**config.mk**
```make
export PLATFORM = sky130hd
export DESIGN_NAME = fpo_flash_prot
export DESIGN_NICKNAME = d
export VERILOG_FILES = /design/src/fpo_flash_prot.v
export VERILOG_INCLUDE_DIRS = /design/src /design/src/src
export SDC_FILE = /design/constraint.sdc
export NUM_CORES = 1
export LEC_CHECK = 0
export BUFFER_PORTS_ARGS = -buffer_cell sky130_fd_sc_hd__buf_2
export CAP_MARGIN = 20
export CORE_ASPECT_RATIO = 0.8
export CORE_MARGIN = 1
export CORE_UTILIZATION = 52
export CTS_BUF_LIST = sky130_fd_sc_hd__clkbuf_8
export DETAILED_ROUTE_END_ITERATION = 8
export PLACE_DENSITY = 0.78
export SLEW_MARGIN = 20
export SYNTH_ARGS = -nofsm -noshare
export SYNTH_HDL_FRONTEND = slang
export SYNTH_SLANG_ARGS = --single-unit
```
**constraint.sdc**
```tcl
create_clock -name aclk -period 4 [get_ports aclk]
set_input_delay 0.4 -clock aclk [delete_from_list [all_inputs] [get_ports aclk]]
set_output_delay 0.4 -clock aclk [all_outputs]
set_load 0.05 [all_outputs]
```
**src/fpo_defines.vh**
```
`ifndef FPO_DEFINES_VH
`define FPO_DEFINES_VH

// register byte offsets on the axi4-lite bus
`define FPO_OFS_PFLASH_PROT   8'h00
`define FPO_OFS_EEPROM_PROT   8'h04
`define FPO_OFS_OPTION        8'h08
`define FPO_OFS_RSV_TEST      8'h0C
`define FPO_OFS_STATUS        8'h10
`define FPO_OFS_CCOB_BASE     8'h14
`define FPO_CCOB_WORDS        6

// pflash protection register fields
`define FPO_PF_OPEN_BIT       7
`define FPO_PF_RNV_BIT        6
`define FPO_PF_HDIS_BIT       5
`define FPO_PF_HS_HI          4
`define FPO_PF_HS_LO          3
`define FPO_PF_LDIS_BIT       2
`define FPO_PF_LS_HI          1
`define FPO_PF_LS_LO          0

// eeprom protection register fields
`define FPO_EE_OPEN_BIT       7
`define FPO_EE_SIZE_HI        6
`define FPO_EE_SIZE_LO        0

// status register fields
`define FPO_ST_VIOL_BIT       0
`define FPO_ST_LOADED_BIT     1

// values held until the configuration field has been fetched, and values loaded on a fetch fault
`define FPO_PFLASH_RST        8'h7F
`define FPO_EEPROM_RST        8'h7F
`define FPO_OPTION_RST        8'hFF
`define FPO_EEPROM_DBF_VAL    8'h7F
`define FPO_OPTION_DBF_VAL    8'hFF

// protected eeprom granule is 32 bytes, so the size field compares addr[11:5]
`define FPO_EE_GRAN_LOG2      5

// axi responses
`define FPO_RESP_OKAY         2'b00
`define FPO_RESP_SLVERR       2'b10

`endif

```
**src/fpo_flash_prot.v**
```verilog
`timescale 1ns/1ps
`default_nettype none
`include "fpo_defines.vh"

// Operation
// - normal mode: pflash protection may only grow
// - disallowed transition write is dropped whole
// - pflash register reads back active scenario
// - scenario transition table gates every normal mode pflash write
// - normal mode eeprom write needs larger size
// - open bit set disables eeprom protection
// - special mode eeprom fields freely writable
// - eeprom protection loaded from configuration byte
// - eeprom fetch fault forces full protection
// - protected eeprom change refused, violation flag set
// - block erase refused if any sector protected
// - protected span is (size+1) times 32 bytes
// - open bit 7, size bits 6..0
// - option register read only
// - option bits loaded from configuration byte
// - option fetch fault sets all bits
// - reserved test register reads zero
// - six 16-bit command words, byte access
// - range sizes writable only while disabled
// - open/hdis/ldis select protection function
module fpo_flash_prot #(
  parameter EE_ADDR_W = 12
) (
  input  wire                 aclk,
  input  wire                 aresetn,
  input  wire                 special_mode,
  input  wire                 cfg_valid,
  input  wire [7:0]           cfg_pflash_byte,
  input  wire [7:0]           cfg_eeprom_byte,
  input  wire                 cfg_eeprom_dbf,
  input  wire [7:0]           cfg_option_byte,
  input  wire                 cfg_option_dbf,
  input  wire                 ee_op_valid,
  input  wire [EE_ADDR_W-1:0] ee_op_addr,
  input  wire                 ee_op_block_erase,
  output reg                  ee_op_done,
  output reg                  ee_op_refused,
  output wire [7:0]           pflash_protection_reg,
  output wire                 eeprom_prot_open,
  output wire [6:0]           eeprom_prot_size,
  output wire [7:0]           nonvolatile_option_bits,
  output wire                 protection_violation_flag,
  input  wire [7:0]           s_axi_awaddr,
  input  wire                 s_axi_awvalid,
  output wire                 s_axi_awready,
  input  wire [31:0]          s_axi_wdata,
  input  wire [3:0]           s_axi_wstrb,
  input  wire                 s_axi_wvalid,
  output wire                 s_axi_wready,
  output reg  [1:0]           s_axi_bresp,
  output reg                  s_axi_bvalid,
  input  wire                 s_axi_bready,
  input  wire [7:0]           s_axi_araddr,
  input  wire                 s_axi_arvalid,
  output wire                 s_axi_arready,
  output reg  [31:0]          s_axi_rdata,
  output reg  [1:0]           s_axi_rresp,
  output reg                  s_axi_rvalid,
  input  wire                 s_axi_rready
);

  reg [7:0]  pflash_q;
  reg [7:0]  eeprom_q;
  reg [7:0]  option_q;
  reg        viol_q;
  reg        loaded_q;
  reg [15:0] ccob_q [0:`FPO_CCOB_WORDS-1];
  reg        aw_held_q;
  reg        w_held_q;
  reg [7:0]  awaddr_q;
  reg [31:0] wdata_q;
  reg [3:0]  wstrb_q;

  // allowed target scenarios per source scenario, bit n set = scenario n reachable
  function allowed_move;
    input [2:0] from_s;
    input [2:0] to_s;
    reg   [7:0] mask;
    begin
      case (from_s)
        3'd0:    mask = 8'h0F;
        3'd1:    mask = 8'h0A;
        3'd2:    mask = 8'h0C;
        3'd3:    mask = 8'h08;
        3'd4:    mask = 8'h18;
        3'd5:    mask = 8'h3C;
        3'd6:    mask = 8'h5A;
        default: mask = 8'hFF;
      endcase
      allowed_move = mask[to_s];
    end
  endfunction

  // word index of a ccob offset, 7 when outside the array
  function [2:0] ccob_index;
    input [7:0] addr;
    reg   [7:0] rel;
    begin
      rel = addr - `FPO_OFS_CCOB_BASE;
      if (addr >= `FPO_OFS_CCOB_BASE && rel[1:0] == 2'b00 && rel[7:2] < `FPO_CCOB_WORDS)
        ccob_index = rel[4:2];
      else
        ccob_index = 3'd7;
    end
  endfunction

  // scenario index is the open/hdis/ldis triple itself: 7 = 111 none, 3 = 011 full
  wire [2:0] cur_scen = {pflash_q[`FPO_PF_OPEN_BIT], pflash_q[`FPO_PF_HDIS_BIT],
                         pflash_q[`FPO_PF_LDIS_BIT]};

  // --- axi write channel ---
  assign s_axi_awready = !aw_held_q && !s_axi_bvalid;
  assign s_axi_wready  = !w_held_q && !s_axi_bvalid;

  wire       aw_fire = s_axi_awvalid && s_axi_awready;
  wire       w_fire  = s_axi_wvalid && s_axi_wready;
  wire [7:0] wr_addr = aw_held_q ? awaddr_q : s_axi_awaddr;
  wire [31:0] wr_data = w_held_q ? wdata_q : s_axi_wdata;
  wire [3:0] wr_strb = w_held_q ? wstrb_q : s_axi_wstrb;
  wire       wr_go   = (aw_held_q || aw_fire) && (w_held_q || w_fire);
  wire [2:0] wr_ccob = ccob_index(wr_addr);
  wire       wr_lane0 = wr_strb[0];

  // pflash candidate: size fields only move while their range is disabled
  reg  [7:0] pf_cand;
  always @* begin
    pf_cand = pflash_q;
    pf_cand[`FPO_PF_OPEN_BIT] = wr_data[`FPO_PF_OPEN_BIT];
    pf_cand[`FPO_PF_HDIS_BIT] = wr_data[`FPO_PF_HDIS_BIT];
    pf_cand[`FPO_PF_LDIS_BIT] = wr_data[`FPO_PF_LDIS_BIT];
    if (pflash_q[`FPO_PF_HDIS_BIT])
      pf_cand[`FPO_PF_HS_HI:`FPO_PF_HS_LO] = wr_data[`FPO_PF_HS_HI:`FPO_PF_HS_LO];
    if (pflash_q[`FPO_PF_LDIS_BIT])
      pf_cand[`FPO_PF_LS_HI:`FPO_PF_LS_LO] = wr_data[`FPO_PF_LS_HI:`FPO_PF_LS_LO];
  end

  wire [2:0] cand_scen = {pf_cand[`FPO_PF_OPEN_BIT], pf_cand[`FPO_PF_HDIS_BIT],
                          pf_cand[`FPO_PF_LDIS_BIT]};
  // special mode skips the transition table, normal mode enforces it
  wire pf_accept = special_mode || allowed_move(cur_scen, cand_scen);

  // eeprom: normal mode needs a larger size; open may only fall
  wire [6:0] ee_wsize   = wr_data[`FPO_EE_SIZE_HI:`FPO_EE_SIZE_LO];
  wire       ee_grow    = ee_wsize > eeprom_q[`FPO_EE_SIZE_HI:`FPO_EE_SIZE_LO];
  wire       ee_open_nm = eeprom_q[`FPO_EE_OPEN_BIT] & wr_data[`FPO_EE_OPEN_BIT];

  wire wr_known = (wr_addr == `FPO_OFS_PFLASH_PROT) || (wr_addr == `FPO_OFS_EEPROM_PROT) ||
                  (wr_addr == `FPO_OFS_OPTION) || (wr_addr == `FPO_OFS_RSV_TEST) ||
                  (wr_addr == `FPO_OFS_STATUS) || (wr_ccob != 3'd7);

  // --- eeprom protection check on program/erase requests ---
  wire ee_open   = eeprom_q[`FPO_EE_OPEN_BIT];
  wire [6:0] ee_size = eeprom_q[`FPO_EE_SIZE_HI:`FPO_EE_SIZE_LO];
  // span (size+1)*32 bytes from the eeprom base: granule index at or below size
  wire [EE_ADDR_W-`FPO_EE_GRAN_LOG2-1:0] op_gran = ee_op_addr[EE_ADDR_W-1:`FPO_EE_GRAN_LOG2];
  wire op_in_range = ({1'b0, op_gran} <= {{(EE_ADDR_W-`FPO_EE_GRAN_LOG2-6){1'b0}}, ee_size});
  wire op_block = ee_op_block_erase ? !ee_open : (!ee_open && op_in_range);
  wire viol_set = ee_op_valid && op_block;
  wire viol_clr = wr_go && wr_addr == `FPO_OFS_STATUS && wr_lane0 &&
                  wr_data[`FPO_ST_VIOL_BIT];

  // write side registers, response and the configuration load
  integer i;
  always @(posedge aclk) begin
    if (!aresetn) begin
      pflash_q     <= `FPO_PFLASH_RST;
      eeprom_q     <= `FPO_EEPROM_RST;
      option_q     <= `FPO_OPTION_RST;
      loaded_q     <= 1'b0;
      aw_held_q    <= 1'b0;
      w_held_q     <= 1'b0;
      awaddr_q     <= 8'h00;
      wdata_q      <= 32'h00000000;
      wstrb_q      <= 4'h0;
      s_axi_bvalid <= 1'b0;
      s_axi_bresp  <= `FPO_RESP_OKAY;
      for (i = 0; i < `FPO_CCOB_WORDS; i = i + 1)
        ccob_q[i] <= 16'h0000;
    end else begin
      if (aw_fire && !wr_go) begin
        aw_held_q <= 1'b1;
        awaddr_q  <= s_axi_awaddr;
      end
      if (w_fire && !wr_go) begin
        w_held_q <= 1'b1;
        wdata_q  <= s_axi_wdata;
        wstrb_q  <= s_axi_wstrb;
      end
      if (s_axi_bvalid && s_axi_bready)
        s_axi_bvalid <= 1'b0;
      if (wr_go) begin
        aw_held_q    <= 1'b0;
        w_held_q     <= 1'b0;
        s_axi_bvalid <= 1'b1;
        s_axi_bresp  <= wr_known ? `FPO_RESP_OKAY : `FPO_RESP_SLVERR;
        // a rejected write leaves every bit untouched
        if (wr_addr == `FPO_OFS_PFLASH_PROT && wr_lane0 && pf_accept)
          pflash_q <= pf_cand;
        if (wr_addr == `FPO_OFS_EEPROM_PROT && wr_lane0) begin
          if (special_mode)
            eeprom_q <= wr_data[7:0];
          else if (ee_grow)
            eeprom_q <= {ee_open_nm, ee_wsize};
        end
        // option and reserved test registers take no write data
        if (wr_ccob != 3'd7) begin
          if (wr_strb[0])
            ccob_q[wr_ccob][7:0] <= wr_data[7:0];
          if (wr_strb[1])
            ccob_q[wr_ccob][15:8] <= wr_data[15:8];
        end
      end
      // configuration field fetch finishing the reset sequence
      if (cfg_valid && !loaded_q) begin
        loaded_q <= 1'b1;
        pflash_q <= cfg_pflash_byte;
        eeprom_q <= cfg_eeprom_dbf ? `FPO_EEPROM_DBF_VAL : cfg_eeprom_byte;
        option_q <= cfg_option_dbf ? `FPO_OPTION_DBF_VAL : cfg_option_byte;
      end
    end
  end

  // violation flag: a new violation in the clear cycle wins
  always @(posedge aclk) begin
    if (!aresetn)
      viol_q <= 1'b0;
    else if (viol_set)
      viol_q <= 1'b1;
    else if (viol_clr)
      viol_q <= 1'b0;
  end

  // operation answer one cycle after the request
  always @(posedge aclk) begin
    if (!aresetn) begin
      ee_op_done    <= 1'b0;
      ee_op_refused <= 1'b0;
    end else begin
      ee_op_done    <= ee_op_valid;
      ee_op_refused <= viol_set;
    end
  end

  // --- axi read channel, one outstanding read ---
  assign s_axi_arready = !s_axi_rvalid;
  wire [2:0] rd_ccob = ccob_index(s_axi_araddr);

  reg [31:0] rd_word;
  reg        rd_ok;
  always @* begin
    rd_word = 32'h00000000;
    rd_ok   = 1'b1;
    case (s_axi_araddr)
      `FPO_OFS_PFLASH_PROT: rd_word[7:0] = pflash_q;
      `FPO_OFS_EEPROM_PROT: rd_word[7:0] = eeprom_q;
      `FPO_OFS_OPTION:      rd_word[7:0] = option_q;
      `FPO_OFS_RSV_TEST:    rd_word[7:0] = 8'h00;
      `FPO_OFS_STATUS: begin
        rd_word[`FPO_ST_VIOL_BIT]   = viol_q;
        rd_word[`FPO_ST_LOADED_BIT] = loaded_q;
      end
      default: begin
        if (rd_ccob != 3'd7)
          rd_word[15:0] = ccob_q[rd_ccob];
        else
          rd_ok = 1'b0;
      end
    endcase
  end

  always @(posedge aclk) begin
    if (!aresetn) begin
      s_axi_rvalid <= 1'b0;
      s_axi_rdata  <= 32'h00000000;
      s_axi_rresp  <= `FPO_RESP_OKAY;
    end else if (s_axi_arvalid && s_axi_arready) begin
      s_axi_rvalid <= 1'b1;
      s_axi_rdata  <= rd_word;
      s_axi_rresp  <= rd_ok ? `FPO_RESP_OKAY : `FPO_RESP_SLVERR;
    end else if (s_axi_rvalid && s_axi_rready) begin
      s_axi_rvalid <= 1'b0;
    end
  end

  assign pflash_protection_reg     = pflash_q;
  assign eeprom_prot_open          = eeprom_q[`FPO_EE_OPEN_BIT];
  assign eeprom_prot_size          = eeprom_q[`FPO_EE_SIZE_HI:`FPO_EE_SIZE_LO];
  assign nonvolatile_option_bits   = option_q;
  assign protection_violation_flag = viol_q;

endmodule // fpo_flash_prot

`default_nettype wire

```
==> flow_metrics.py, run 1 <==
metrics = {
    "route": {
        "wl_per_cell_um": 18.7,
        "vias_per_cell": 5.94,
        "first_pass_iters": 7,
        "routed_wl_um": 23600,
        "drc": 0,
        "num_vias": 7493,
        "antenna_left": 0,
        "initialDrtViolationCount": 924,
    },
    "layout": {
        "post-route-util_pct": 61.1,
        "largest_reg_flops": 104,
        "num_antenna_cells": 0,
        "regMostFlops": "ccob_q",
        "final_nets": 1153,
        "final_layout_size_suffix_gt1_share_pct": 20.0,
        "reg.largest.list": "ccob_q x104, s_axi_rdata x16, wdata_q x16",
        "area_growth_pct": 13.4,
    },
    "grt": {
        "grt_pass1_wl_um": 36200,
        "grt_max_degree": 42,
        "grt_overflow": 0,
        "grt_usage_pct": 26.8,
        "gr-max-usage-layer": "met1",
        "use_met3_pct": 5.44,
        "grt_pass1_vias": 6708,
        "antenna_found_initial": 0,
        "use_met1_pct": 40.1,
        "use_met2_pct": 39.1,
    },
    "status": {
        "outcome": "completed",
    },
    "synth": {
        "avgSynthCellArea_um2": 10.0,
        "synth_top_area_share_pct": 34.6,
        "yosysTopAreaCell": "edfxtp_1",
        "ys_top_cells_by_count": "nor2_1 (116), edfxtp_1 (104), nand2_1 (80)",
        "ys_seq_area_share_pct": 51.5,
        "async_reset_ff_share_pct": 0,
        "ys_ff_latch": 180,
        "netlist-cell-type-count": 71,
        "synthCells": 901,
        "syn_area_um2": 9020,
        "synth_edf_count": 104,
        "yosysWarnings": 0,
        "synth_top_cells_by_area": "edfxtp_1 (35%), dfxtp_1 (17%), mux2i_1 (6.1%)",
        "yosysMostFrequentCell": "nor2_1",
        "synth_flop_cell": "edfxtp_1",
    },
    "timing": {
        "max_freq_mhz": 290,
        "finalMaxSlewViolations": 0,
        "rsz0062_at_grt": "false",
        "min_period_over_period_pct": 86.1,
        "max_slew_margin_pct": 44.0,
        "setup_viol": 0,
        "layout_min_cycle_time_ns": 3.45,
        "worstMarginPinSlew_ns": 0.837,
        "worst_clock_skew_ns": 0.0194,
        "tns_ns": 0,
        "setup_slack_ns": 0.555,
        "finalHoldViolCount": 0,
    },
    "critical_path": {
        "max_stage_delay_ns": 0.52,
        "crit_chain": "mux2i_1 -> ha_1 -> inv_1 -> a211oi_1 -> nor3_1 -> nor4_4 -> buf_4 -> nand3_1 -> nand2_1",
        "rrSetupSlack_ns": 0.55,
        "critical_path_buf_inv_count": 2,
        "rr_worst_depth": 9,
        "path_delay_family": "simple AND/OR/NAND/NOR gates",
        "end_kind": "flop",
        "critPathLaunchType": "flop",
        "endpoint": "ccob_q[2][10]",
        "crit_slowest_cell": "dfxtp_1",
        "arrival_ns": 3.57,
        "timing.rr.end": "ccob_q[2][10]",
        "path_max_fanout": 15,
        "cp_num_cells": 9,
        "critPathLaunch": "aw_held_q",
        "crit_required_ns": 4.12,
        "path_class": "flop to flop",
        "r2r_start": "aw_held_q",
    },
    "floorplanning": {
        "core_um2": 16800,
        "die-area_um2": 17900,
        "io_pins": 169,
        "dieHeight_um": 120,
        "die_width_um": 149,
        "rows": 42,
        "start_util_pct": 53.8,
    },
    "clocking": {
        "cts-root-buf": "clkbuf_8",
        "h-tree-depth": 4,
        "tritoncts": "built",
        "clk_latency_ns": 0.47,
        "clock_path_buffers": 2,
        "cts.reportedPaths.clkPinSlew_ns": 0.09,
        "cts_setup_buffers": 0,
        "cts_resized": 0,
        "cts_hold_buffers": 0,
        "cts_sinks": 180,
        "numCtsBuffers": 17,
    },
    "placed_design": {
        "post-dp-hpwl_um": 17300,
        "gp_congestion": 0.927,
        "port_buffers": 127,
        "place_ws_ns": 0.631,
    },
    "power": {
        "max-vdd-ir-drop_uv": 237,
        "pwr_density_cell_nw_per_um2": 393,
        "finalPower_mw": 4.02,
        "power_leakage_nw": 4.15,
    },
    "hold_path": {
        "hp-class": "primary input to flop",
    },
    "job": {
        "drv_cap": 0,
    },
}
==> area by class of cell <==
class | instances | area, µm²
Tap cell | 220 | 275
Fill cell | 1405 | 6530
Clock buffer | 19 | 262
Sequential cell | 180 | 4640
Timing Repair Buffer | 152 | 823
Inverter | 27 | 101
Clock inverter | 13 | 109
Multi-Input combinational cell | 650 | 4020
==> cells in the final DEF, fill, tap and decap left out, types with 8 or more instances in the layout <==
cell type,count
a21oi_1,51
a221o_1,10
a221oi_1,8
a222oi_1,8
a32o_1,8
buf_2,127
buf_4,25
clkbuf_8,19
conb_1,26
dfxtp_1,76
edfxtp_1,104
ha_1,24
inv_1,27
mux2i_1,55
nand2_1,80
nand3_1,19
nand4_1,9
nor2_1,116
nor3_1,53
o211ai_1,13
o21ai_0,46
o221ai_1,8
o22ai_1,8
==> metrics by stage <==
step / instances / area (µm²) / hold WS (ns)
after floorplan: 926 / 9120 / 0.436
after global placement: 1229 / 9870 / 0.441
after detailed placement: 1229 / 9870 / 0.447
after CTS: 1261 / 10200 / 0.101
after global routing: 1261 / 10200 / 0.108
final: 1261 / 10200 / 0.120
==> layer usage <==
layer,vias up,wire length (µm)
li1,3549,-
met1,3499,10300
met2,408,10500
met3,37,2450
met4,0,346
met5,-,0
==> worst register-to-register path, stage by stage (launching register included) <==
cell and delay [ns]:
dfxtp_1 0.52, mux2i_1 0.46, ha_1 0.27, inv_1 0.10
a211oi_1 0.32, nor3_1 0.13, nor4_4 0.33, buf_4 0.27
nand3_1 0.29, nand2_1 0.42
==> cells by family after synthesis <==
family,synth area share (%)
multiplexers,6.65
AND/OR/NAND/NOR,16.9
other,0.0416
adder cells (fa/ha/maj),3.33
AO/OA/AOI/OAI,16.0
XOR/XNOR,0.679
flip-flops,51.5
buffers and inverters,5.02
==> where the power goes <==
part           switching [mW]  internal, mW
clock                   0.656         0.523
sequential             0.0570          2.03
combinational           0.530         0.221
total                    1.24          2.78
==> worst min-delay path by stage <==
stage | from | end | slack (ns) | depth (start not counted)
3_3_place_gp | wdata_q[10] | wdata_q[10] | 0.44 | 2
5_1_grt | s_axi_rready | s_axi_rvalid | 0.11 | 2
3_5_place_dp | wdata_q[4] | wdata_q[4] | 0.45 | 2
4_1_cts | s_axi_rready | s_axi_rvalid | 0.10 | 2
2_1_floorplan | wdata_q[0] | wdata_q[0] | 0.44 | 2
6_report | s_axi_rready | s_axi_rvalid | 0.12 | 2
Power figures use the tool's default switching activity.
==> run 2: changes to the inputs <==
--- a/config.mk
+++ b/config.mk
@@ -10,10 +10,9 @@
 export CAP_MARGIN = 20
 export CORE_ASPECT_RATIO = 0.8
 export CORE_MARGIN = 1
-export CORE_UTILIZATION = 52
+export CORE_UTILIZATION = 40
 export CTS_BUF_LIST = sky130_fd_sc_hd__clkbuf_8
 export DETAILED_ROUTE_END_ITERATION = 8
-export PLACE_DENSITY = 0.78
 export SLEW_MARGIN = 20
 export SYNTH_ARGS = -nofsm -noshare
 export SYNTH_HDL_FRONTEND = slang
==> run 2 against run 1 <==
Worst setup slack worse by 0.0045 ns. Clock skew about the same. Die area grew 30%. Register-to-register slack barely moved. First-iteration DRC count decreased by 19%. Flip-flop and latch count unchanged. Clock-buffer cell count shrank 2. Worst hold slack got worse by 0.032 ns. Combinational power is essentially flat. Final cell count increased by 6.3%. Utilization is 14 points lower. Non-clock buffer count did not move. Critical endpoint is now ccob_q[4][4].
==> flow_metrics.py, run 2 (synthesized netlist as in run 1, its figures left out) <==
metrics = {
    "status": {
        "outcome": "completed",
    },
    "timing": {
        "setup_viol": 0,
        "min_period_over_period_pct": 86.2,
        "max_slew_margin_pct": 34.1,
        "finalMaxSlewViolations": 0,
        "worstMarginPinSlew_ns": 0.983,
        "layout_min_cycle_time_ns": 3.45,
        "finalHoldViolCount": 0,
        "rsz0062_at_grt": "false",
        "worst_clock_skew_ns": 0.0197,
        "max_freq_mhz": 290,
        "tns_ns": 0,
    },
    "critical_path": {
        "path_class": "flop to flop",
        "critical_path_buf_inv_count": 2,
        "path_delay_family": "simple AND/OR/NAND/NOR gates",
        "crit_required_ns": 4.17,
        "rr_worst_depth": 9,
        "max_stage_delay_ns": 0.52,
        "arrival_ns": 3.62,
        "crit_chain": "mux2i_1 -> ha_1 -> inv_1 -> a211oi_1 -> nor3_1 -> nor4_4 -> nand2_2 -> o41ai_2 -> buf_4",
        "rrSetupSlack_ns": 0.55,
        "crit_slowest_cell": "dfxtp_1",
        "path_max_fanout": 25,
        "critPathLaunchType": "flop",
        "timing.rr.end": "ccob_q[4][4]",
        "end_kind": "flop",
        "r2r_start": "aw_held_q",
    },
    "power": {
        "power_leakage_nw": 4.15,
        "max-vdd-ir-drop_uv": 193,
        "finalPower_mw": 4.11,
        "pwr_density_cell_nw_per_um2": 396,
    },
    "placed_design": {
        "gp_congestion": 0.894,
        "numPlacedInstances": 1309,
        "postPlaceCellArea_um2": 9970,
        "port_buffers": 127,
        "post-dp-hpwl_um": 18300,
    },
    "clocking": {
        "clk_latency_ns": 0.48,
        "cts-root-buf": "clkbuf_8",
        "tritoncts": "built",
        "cts.reportedPaths.clkPinSlew_ns": 0.11,
        "h-tree-depth": 4,
        "cts_sinks": 180,
        "numCtsBuffers": 17,
        "cts_resized": 0,
        "cts_setup_buffers": 0,
        "cts_hold_buffers": 0,
        "clock_path_buffers": 2,
    },
    "route": {
        "initialDrtViolationCount": 744,
        "routed_wl_um": 24600,
        "wl_per_cell_um": 18.4,
        "num_vias": 7241,
        "antenna_left": 0,
        "first_pass_iters": 5,
        "vias_per_cell": 5.40,
        "drc": 0,
    },
    "floorplanning": {
        "die-area_um2": 23200,
        "dieHeight_um": 136,
        "rows": 48,
        "core_um2": 21900,
        "start_util_pct": 41.3,
        "die_width_um": 170,
        "io_pins": 169,
    },
    "layout": {
        "final_area_um2": 10400,
        "area_growth_pct": 14.9,
        "regMostFlops": "ccob_q",
        "num_antenna_cells": 0,
        "layout.cells.non_filler": 1341,
        "final_nets": 1153,
        "largest_reg_flops": 104,
        "post-route-util_pct": 47.4,
        "reg.largest.list": "ccob_q x104, s_axi_rdata x16, wdata_q x16",
        "mostFrequentLayoutCell": "buf_2",
        "final_cell_mix": "buf_2 (127), nor2_1 (116), edfxtp_1 (104)",
        "final_layout_size_suffix_gt1_share_pct": 20.2,
    },
    "grt": {
        "grt_usage_pct": 21.9,
        "grt_overflow": 0,
        "grt_max_degree": 43,
        "grt_pass1_wl_um": 38100,
        "antenna_found_initial": 0,
        "grt_pass1_vias": 6695,
    },
    "hold_path": {
        "worstHoldStart": "s_axi_rready",
        "hp-class": "primary input to flop",
        "whs_endpoint": "s_axi_rvalid",
        "whs_path_depth": 2,
    },
    "job": {
        "drv_cap": 0,
    },
}
-- run 2: worst max-delay path by stage --
| stage | from | end | slack (ns) | cells after the start |
|---|---|---|---|---|
| floorplan | aw_held_q | ccob_q[4][0] | 0.26 | 12 |
| global placement | aw_held_q | ccob_q[4][4] | 0.68 | 9 |
| detailed placement | aw_held_q | ccob_q[1][13] | 0.60 | 9 |
| CTS | aw_held_q | ccob_q[1][12] | 0.58 | 9 |
| global route | aw_held_q | ccob_q[1][15] | 0.23 | 9 |
| finish | aw_held_q | ccob_q[4][4] | 0.55 | 9 |
-- run 2: final cells by class --
type / count / area [µm²]
Fill cell: 2136 / 11500
Sequential cell: 180 / 4640
Multi-Input combinational cell: 650 / 4020
Timing Repair Buffer: 152 / 823
Tap cell: 300 / 375
Clock buffer: 17 / 234
Clock inverter: 15 / 169
Inverter: 27 / 101
-- run 2: where the power goes --
part	internal, mW	switching (mW)
combinational	0.221	0.528
sequential	2.03	0.0584
clock	0.522	0.747
-- run 2: metrics by stage --
step | setup WS (ns) | hold WS [ns]
2_1_floorplan | 0.259 | 0.436
3_3_place_gp | 0.684 | 0.441
3_5_place_dp | 0.600 | 0.446
4_1_cts | 0.577 | 0.0634
5_1_grt | 0.230 | 0.0461
6_report | 0.550 | 0.0875
-- run 2: routing by layer --
metal / part of all wire (%) / wire (µm) / global-route usage [%] / vias to the layer above
met2: 43 / 10500 / 31.2 / 267
met1: 50 / 12200 / 33.8 / 3422
met4: 0.45 / 110 / 4.10 / 0
met3: 7.1 / 1760 / 4.51 / 10
li1: - / - / - / 3542
met5: 0 / 0 / 0 / -
